File: src/shared/cec_pkg.sv
// package for the comparator edge control block: register offsets,
// field positions, reset values, hysteresis encodings and tap codes.
// assumes an 8-bit special-function-register port on sys_clk.
`default_nettype none

package cec_pkg;

   // byte and field types
   typedef logic [7:0] cec_byte_t;
   typedef logic [1:0] cec_hyst_sel_t;
   typedef logic [2:0] cec_tap_t;
   typedef logic [1:0] cec_mode_t;

   // register offsets on the sfr port
   localparam cec_byte_t CTRL_ADDR = 8'h9B;
   localparam cec_byte_t MODE_ADDR = 8'h9D;

   // control register field positions
   localparam int EN_BIT  = 7;
   localparam int OUT_BIT = 6;
   localparam int RIF_BIT = 5;
   localparam int FIF_BIT = 4;
   localparam int HYP_HI  = 3;
   localparam int HYP_LO  = 2;
   localparam int HYN_HI  = 1;
   localparam int HYN_LO  = 0;

   // mode register field position
   localparam int MODE_HI = 1;
   localparam int MODE_LO = 0;

   // reset values
   localparam cec_byte_t CTRL_RST  = 8'h00;
   localparam cec_mode_t MODE_RST  = 2'h0;
   localparam cec_byte_t RDATA_RST = 8'h00;
   localparam cec_byte_t UNMAPPED  = 8'h00;

   // hysteresis select encodings
   localparam cec_hyst_sel_t HYS_OFF  = 2'h0;
   localparam cec_hyst_sel_t HYS_5MV  = 2'h1;
   localparam cec_hyst_sel_t HYS_10MV = 2'h2;
   localparam cec_hyst_sel_t HYS_20MV = 2'h3;

   // one-hot analog tap codes, all zero means no hysteresis
   localparam cec_tap_t TAP_NONE = 3'h0;
   localparam cec_tap_t TAP_5MV  = 3'h1;
   localparam cec_tap_t TAP_10MV = 3'h2;
   localparam cec_tap_t TAP_20MV = 3'h4;

   // maps a hysteresis select onto its analog tap
   function automatic cec_tap_t hyst_tap(input cec_hyst_sel_t sel);
      cec_tap_t t;
      t = TAP_NONE;
      case (sel)
         HYS_OFF:  t = TAP_NONE;
         HYS_5MV:  t = TAP_5MV;
         HYS_10MV: t = TAP_10MV;
         HYS_20MV: t = TAP_20MV;
         default:  t = TAP_NONE;
      endcase
      return t;
   endfunction

endpackage

`default_nettype wire

File: src/logic/cec_hyst_dec.sv
// decodes the positive and negative hysteresis selects into taps.
// assumes the selects come from registers on the same clock.
`default_nettype none

module cec_hyst_dec (
   input  wire cec_pkg::cec_hyst_sel_t pos_sel,
   input  wire cec_pkg::cec_hyst_sel_t neg_sel,
   output cec_pkg::cec_tap_t           pos_tap,
   output cec_pkg::cec_tap_t           neg_tap
);
   import cec_pkg::*;

   // one shared decode keeps both sides on identical encodings
   assign pos_tap = hyst_tap(pos_sel);
   assign neg_tap = hyst_tap(neg_sel);

endmodule

`default_nettype wire

File: src/logic/cec_sync.sv
// two-flop synchroniser for the asynchronous comparator output.
// assumes sys_clk, synchronous active-high rst and a clock enable.
`default_nettype none

module cec_sync (
   input  wire logic sys_clk,
   input  wire logic rst,
   input  wire logic ce,
   input  wire logic async_in,
   output logic      sync_out
);
   import cec_pkg::*;

   typedef struct packed {
      logic s1;
      logic s2;
   } cec_sync_state_t;

   cec_sync_state_t st_reg;
   cec_sync_state_t st_next;

   // first stage feeds only the second stage
   always_comb begin
      st_next = st_reg;
      if (ce) begin
         st_next.s1 = async_in;
         st_next.s2 = st_reg.s1;
      end
   end

   // state register
   always_ff @(posedge sys_clk) begin
      if (rst) begin
         st_reg <= '0;
      end else begin
         st_reg <= st_next;
      end
   end

   assign sync_out = st_reg.s2;

endmodule

`default_nettype wire

File: src/logic/cec_top.sv
// comparator edge control: control and mode registers, synchronised
// comparator output, sticky edge flags and the interrupt request.
// assumes an 8-bit sfr port on sys_clk, interrupt enables from the
// interrupt controller on the same clock, and an asynchronous
// comparator output from the analog core.
`default_nettype none

// Summary of operation
// - both output edges raise separate events
// - falling edge sets flag bit 4
// - rising edge sets flag bit 5
// - flags sticky until software writes zero
// - rising flag forwarded only when enabled
// - falling flag forwarded only when enabled
// - bit 6 reads live comparator result
// - bit 7 turns comparator on or off
// - bits 3:2 select positive hysteresis
// - bits 1:0 select negative hysteresis
// - mode register selects response time
// - spurious edges after power-up or changes
// - flags set regardless of interrupt enables
module cec_top (
   input  wire logic              sys_clk,
   input  wire logic              rst,
   input  wire logic              ce,
   input  wire logic              cmp_raw,
   input  wire logic              rise_irq_enable,
   input  wire logic              fall_irq_enable,
   input  wire cec_pkg::cec_byte_t sfr_addr,
   input  wire logic              sfr_wr,
   input  wire logic              sfr_rd,
   input  wire cec_pkg::cec_byte_t sfr_wdata,
   output cec_pkg::cec_byte_t     sfr_rdata,
   output logic                   cmp_enable,
   output cec_pkg::cec_tap_t      pos_hyst_tap,
   output cec_pkg::cec_tap_t      neg_hyst_tap,
   output cec_pkg::cec_mode_t     resp_mode,
   output logic                   cmp_irq
);
   import cec_pkg::*;

   // state of the block apart from the synchroniser, control fields first
   typedef struct packed {
      logic      en;
      logic      rif;
      logic      fif;
      logic [1:0] hyp;
      logic [1:0] hyn;
      cec_mode_t mode;
      logic      prev;
      cec_byte_t rdata;
      logic      irq;
      cec_tap_t  ptap;
      cec_tap_t  ntap;
   } cec_top_state_t;

   localparam cec_top_state_t ST_RST = {
      CTRL_RST[EN_BIT],
      CTRL_RST[RIF_BIT],
      CTRL_RST[FIF_BIT],
      CTRL_RST[HYP_HI:HYP_LO],
      CTRL_RST[HYN_HI:HYN_LO],
      MODE_RST,
      1'h0,
      RDATA_RST,
      1'h0,
      TAP_NONE,
      TAP_NONE
   };

   cec_top_state_t st_reg;
   cec_top_state_t st_next;
   logic           cmp_sync;
   cec_tap_t       ptap_dec;
   cec_tap_t       ntap_dec;
   logic           rise_det;
   logic           fall_det;
   logic           ctrl_wr;
   logic           mode_wr;

   // comparator output into the clock domain
   cec_sync u_sync (
      .sys_clk  (sys_clk),
      .rst      (rst),
      .ce       (ce),
      .async_in (cmp_raw),
      .sync_out (cmp_sync)
   );

   // hysteresis select decode
   cec_hyst_dec u_dec (
      .pos_sel (st_reg.hyp),
      .neg_sel (st_reg.hyn),
      .pos_tap (ptap_dec),
      .neg_tap (ntap_dec)
   );

   // sfr write decode
   assign ctrl_wr = sfr_wr && (sfr_addr == CTRL_ADDR);
   assign mode_wr = sfr_wr && (sfr_addr == MODE_ADDR);

   // edge detection on synchronised samples, only while powered;
   // settling glitches right after enable or a setting change are
   // recorded like real edges and left to software to discard
   assign rise_det = st_reg.en && cmp_sync && !st_reg.prev;
   assign fall_det = st_reg.en && !cmp_sync && st_reg.prev;

   // next-state logic, frozen while ce is low
   always_comb begin
      st_next = st_reg;
      if (ce) begin
         st_next.prev = cmp_sync;
         // control register write
         if (ctrl_wr) begin
            st_next.en  = sfr_wdata[EN_BIT];
            st_next.rif = sfr_wdata[RIF_BIT];
            st_next.fif = sfr_wdata[FIF_BIT];
            st_next.hyp = sfr_wdata[HYP_HI:HYP_LO];
            st_next.hyn = sfr_wdata[HYN_HI:HYN_LO];
         end
         // response time mode write
         if (mode_wr) begin
            st_next.mode = sfr_wdata[MODE_HI:MODE_LO];
         end
         // an edge wins over a clear in the same cycle
         if (rise_det) begin
            st_next.rif = 1'h1;
         end
         if (fall_det) begin
            st_next.fif = 1'h1;
         end
         // analog taps follow the stored selects
         st_next.ptap = ptap_dec;
         st_next.ntap = ntap_dec;
         // masked flags onto one request
         st_next.irq = (st_next.rif && rise_irq_enable) ||
                       (st_next.fif && fall_irq_enable);
         // read data, pre-write view of the registers
         if (sfr_rd) begin
            if (sfr_addr == CTRL_ADDR) begin
               st_next.rdata = {st_reg.en, cmp_sync, st_reg.rif,
                                st_reg.fif, st_reg.hyp,
                                st_reg.hyn};
            end else if (sfr_addr == MODE_ADDR) begin
               st_next.rdata = {6'h00, st_reg.mode};
            end else begin
               st_next.rdata = UNMAPPED;
            end
         end
      end
   end

   // state register, reset wins over ce
   always_ff @(posedge sys_clk) begin
      if (rst) begin
         st_reg <= ST_RST;
      end else begin
         st_reg <= st_next;
      end
   end

   // outputs straight from flip-flops
   assign sfr_rdata    = st_reg.rdata;
   assign cmp_enable   = st_reg.en;
   assign pos_hyst_tap = st_reg.ptap;
   assign neg_hyst_tap = st_reg.ntap;
   assign resp_mode    = st_reg.mode;
   assign cmp_irq      = st_reg.irq;
endmodule

`default_nettype wire

File: config.mk
export PLATFORM = sky130hd
export DESIGN_NAME = cec_top
export DESIGN_NICKNAME = d
export VERILOG_FILES = /design/src/shared/cec_pkg.sv /design/src/logic/cec_hyst_dec.sv /design/src/logic/cec_sync.sv /design/src/logic/cec_top.sv
export SDC_FILE = /design/constraint.sdc
export NUM_CORES = 1
export LEC_CHECK = 0
export ABC_AREA = 1
export BUFFER_PORTS_ARGS = -buffer_cell sky130_fd_sc_hd__buf_2
export CORE_UTILIZATION = 53
export DETAILED_ROUTE_END_ITERATION = 10
export PLACE_DENSITY = 0.82
export SKIP_LAST_GASP = 1
export SYNTH_ARGS = -nofsm -noshare
export SYNTH_HDL_FRONTEND = slang
export SYNTH_SLANG_ARGS = --single-unit
File: constraint.sdc
create_clock -name sys_clk -period 3.1 [get_ports sys_clk]
set_input_delay 0.62 -clock sys_clk [delete_from_list [all_inputs] [get_ports sys_clk]]
set_output_delay 0.62 -clock sys_clk [all_outputs]
set_load 0.02 [all_outputs]
======== Yosys cells after proc, flatten, opt, wreduce, memory -nomap -nowiden ========
Cells that the tools add are included.
word-level totals
  flip-flop bits (word level) ............. 27
  output and inout port bits .............. 18
  word-level logic and storage cells ...... 46
cells by class
  equal/unequal tests ..................... 8
  mux-type cells .......................... 9
  reduce and logical (&&, ||, !) cells .... 16
operators by type and width
  operator            number
  $pmux 3 s4          2
  $eq 8x8->1 const B  2
  $eq 2x2->1 const B  4
  $logic_and 1x1->1   8
  $mux 8              1
  $mux 6              1
  $reduce_and 2->1    3
  $eq 2x1->1 const B  2
  $logic_not 2->1     2
  $mux 1              4
  $logic_not 1->1     2
  $mux 2              1
  $logic_or 1x1->1    1

======== Logic depth before layout (Yosys ltp) ========
  depth in word-level cells ............... 7
  mapped depth ............................ 10

======== Hierarchy ========
Synthesis repeated with hierarchy kept, for this count alone.
second synthesis, totals
  cells, all modules ...................... 181
  area, all modules ....................... 1296.2 um2
by module, submodules not included
  module        instances  cells each  area each (um2)  seq. area each (um2)
  cec_top       1          156         1167.4           500.5
  cec_sync      1          13          83.8             40.0
  cec_hyst_dec  1          12          45.0             0.0

======== Worst setup path after synthesis ========
No wires, ideal clock.
  kind .................................... in2reg
  start ................................... input port sfr_addr[2]
  end ..................................... register st_reg (netlist bit cmp_irq)
  library setup time ...................... 128 ps
  data arrival time ....................... 1336 ps
  required time ........................... 2972 ps
  setup slack ............................. 1636 ps
  stages .................................. 10
  cell sequence ........................... inv_2 -> nand2_1 -> nor2_2 -> nand3_2 -> nand2_1 -> nand3_1 -> nand2_1 -> nand2_1 -> nor2_1 -> nor2_1
on the way
  longest elaborated chain between the ends .. 7
  elaborated cells between the ends (all ways) .. 10
  classes of those cells .................. eq/ne (1); mux (5); reduce/logical (4)
ends and longest elaborated chain
  item                                  RTL line                        text
  start: declaration                    cec_top.sv:29                   input wire cec_pkg::cec_byte_t sfr_addr,
  $eq 8x8->1 (*)                        cec_top.sv:99                   assign ctrl_wr = sfr_wr && (sfr_addr == CTRL_ADDR);
  $logic_and 1x1->1 (*)                 cec_top.sv:99
  $mux 6 (*)                            cec_top.sv:114                  if (ctrl_wr) begin
  $mux 1 (on tied branches)             cec_top.sv:126, cec_top.sv:129
  $mux 1                                cec_top.sv:111                  if (ce) begin
  $logic_and 1x1->1 (on tied branches)  cec_top.sv:136, cec_top.sv:137
  $logic_or 1x1->1 (*)                  cec_top.sv:136                  st_next.irq = (st_next.rif && rise_irq_enable) ||
  end signal: assignment                cec_top.sv:158                  st_reg <= st_next;
  end: declaration                      cec_top.sv:71                   cec_top_state_t st_reg;
Mark *: on every way between the ends. The rest lies on a longest branch, timed or not. The select of a mux whose other input is x is not followed.
A chain may end at the register's enable or synchronous reset.

======== Worst setup path after layout ========
  start ................................... register st_reg (netlist bit cmp_enable)
  end ..................................... output port cmp_enable
RTL lines
  item              RTL line       text
  end: declaration  cec_top.sv:34  output logic cmp_enable,
No word-level cell between the ends.

==> results_dict.tcl <==
set metrics [dict create \
    post-route-min-period_ns 1.54 \
    synth.mux.area_fraction 0 \
    final-hold-violation-count 0 \
    setup_viol 0 \
    seq_area_um2 541 \
    synthSimpleGateAreaFrac 0.295 \
    post_drt_wl_per_cell_um 10.4 \
    nets 223 \
    seq_area_frac_synth 0.425 \
    diodes 0 \
    p_per_area_nw_per_um2 394 \
    cts_tree "built" \
    ant_nets 0 \
    syn-instance-count 174 \
    synth_cell_type_count 19 \
    wirelength_um 2350 \
    syn_area_um2 1270 \
    fp-row-count 17 \
    synth_compound_gate_area_share 0.114 \
    synthFlopType "dfxtp_1" \
    dpl.hpwl_um 1820 \
    multi_input_area_um2 520 \
    floorplan.initialDensity 0.570 \
    antenna_found_initial 0 \
    cts.sinks 27 \
    ys_ff_latch 27 \
    synth_edf_count 0 \
    grt_pass1_vias 988 \
    synthXorXnorAreaFrac 0 \
    core-area_um2 2230 \
    yosysMostFrequentCell "nand2_1" \
    async_reset_ff_frac 0 \
    finalNonFillerCells 226 \
    dieHeight_um 51 \
    synth_nets 198 \
    dp_cells 222 \
    fill_cells 225 \
    grt_usage 0.196 \
    num_vias 1114 \
    worst-path-buf-inv 1 \
    root_buffer "clkbuf_4" \
    crit_start "cmp_enable$_SDFFE_PP0P_" \
    die_area_um2 2600 \
    synth_top_cell_area_share 0.425 \
    synth.avg_cell_area_um2 7.31 \
    place_congestion 0.811 \
    synth_top_family_by_area "simple AND/OR/NAND/NOR gates" \
    cap_violations 0 \
    relSlewSlack 0.746 \
    rsz0062_at_grt "no" \
    htree_levels 1 \
    period_share 0.496 \
    crit_type "reg -> out" \
    cts_resized 0 \
    cp-start-kind "flop" \
    drtIter0Drc 12 \
    die_w_um 51 \
    leakage_nw 0.666 \
    synthAdderAreaFrac 0 \
    crit_fanout 5 \
    crit_chain "buf_2" \
    setup_tns_ns 0 \
    synth_common_cells "nand2_1, dfxtp_1, a21oi_1" \
    critical_path.top_delay_family "flip-flops" \
    cts_setup_buffers 0 \
    rr_startpoint "u_sync.sync_out$_SDFFE_PP0P_" \
    clkLatencyLatePin_ns 0.32 \
    cp_slowest_cell "dfxtp_1" \
    required_ns 2.48 \
    crit_arrival_ns 0.92 \
    yosysWarningCount 0 \
    maxSlewViolCount 0 \
    fin_skew_ns 0.00666 \
    grt_pass1_wl_um 3880 \
    worstHoldPathType "reg -> reg" \
    drive_gt1_frac 0.283 \
    grt_max_degree 16 \
    yosysTopAreaCell "dfxtp_1" \
    numCtsBuffers 3 \
    clkSlewWorstSetupHoldPaths_ns 0.14 \
    grt-ovfl-total 0 \
    largest_register_ffs 8 \
    pin_count 42 \
    worstHoldStart "sfr_rdata[5]$_SDFFE_PP0P_" \
    drc 0 \
    status "completed" \
    cts_hold_buffers 0 \
    peakVddDrop_uv 270 \
    numPortBuffers 40 \
    drt-vias-per-instance 4.93 \
    worst_slew_pin_slew_ns 0.381 \
    clock_path_buffers 2 \
    syn_to_final_growth_pct 9.64 \
    max_stage_delay_ns 0.41 \
    endpoint_kind "output port" \
    clock.fmax_mhz 651 \
    synth_area_leaders "dfxtp_1, nand2_1, buf_4" \
    dr.pass1.iters 4 \
]
==> path summary, 6_finish.rpt <==
path | endpoint | slack, ns | cells after the start
hold / removal | sfr_rdata[5]$_SDFFE_PP0P_ | 0.47 | 2
setup reg to reg | cmp_irq$_SDFFE_PP0P_ | 2.14 | 7
setup / recovery | cmp_enable | 1.56 | 1
hold reg to reg | sfr_rdata[5]$_SDFFE_PP0P_ | 0.47 | 2
==> cell usage in the layout, fill, tap and decap left out, drive strengths merged <==
cell / count
clkbuf: 3
nand4: 2
nor2: 17
clkinv: 1
a21oi: 19
nand3b: 1
inv: 19
nor3: 1
o21ai: 10
nand3: 14
nand2: 44
buf: 40
dfxtp: 27
==> layout make-up <==
class / count / share of cell area
Clock buffer: 3 / 0.0161
Clock inverter: 1 / 0.00359
Inverter: 19 / 0.0511
Multi-Input combinational cell: 108 / 0.373
Sequential cell: 27 / 0.387
Tap cell: 28 / 0.0251
Timing Repair Buffer: 40 / 0.143
==> through the flow <==
step	power [mW]	instance area, µm²	utilization	hold WS (ns)	setup WS, ns
2_1_floorplan	0.391	1270	-	0.440	1.64
3_3_place_gp	0.410	1370	0.612	0.451	1.39
3_5_place_dp	0.412	1370	0.612	0.455	1.37
4_1_cts	0.557	1400	0.625	0.475	1.55
5_1_grt	0.578	1400	0.625	0.484	1.51
6_report	0.550	1400	0.625	0.471	1.56
==> power by group <==
group | total, mW | internal [mW] | leakage, nW | switching [mW]
sequential | 0.355 | 0.352 | 0.219 | 0.00279
clock | 0.146 | 0.0483 | 0.0177 | 0.0979
combinational | 0.0491 | 0.0183 | 0.429 | 0.0307
==> kinds of logic (layout without fill, tap and decap cells) <==
| kind of cell | count (synthesis) | count (layout) |
|---|---|---|
| buffers and inverters | 39 | 63 |
| DFF | 27 | 27 |
| and+or+nand+nor | 79 | 79 |
| AOI/OAI and AO/OA | 29 | 29 |
==> layer usage <==
layer	track usage	wire (µm)	vias up
met5	0	0	-
met4	0.0648	23	0
met3	0.0327	86	4
met2	0.375	1210	20
met1	0.215	1040	504
li1	-	-	586
Power figures use the tool's default switching activity.
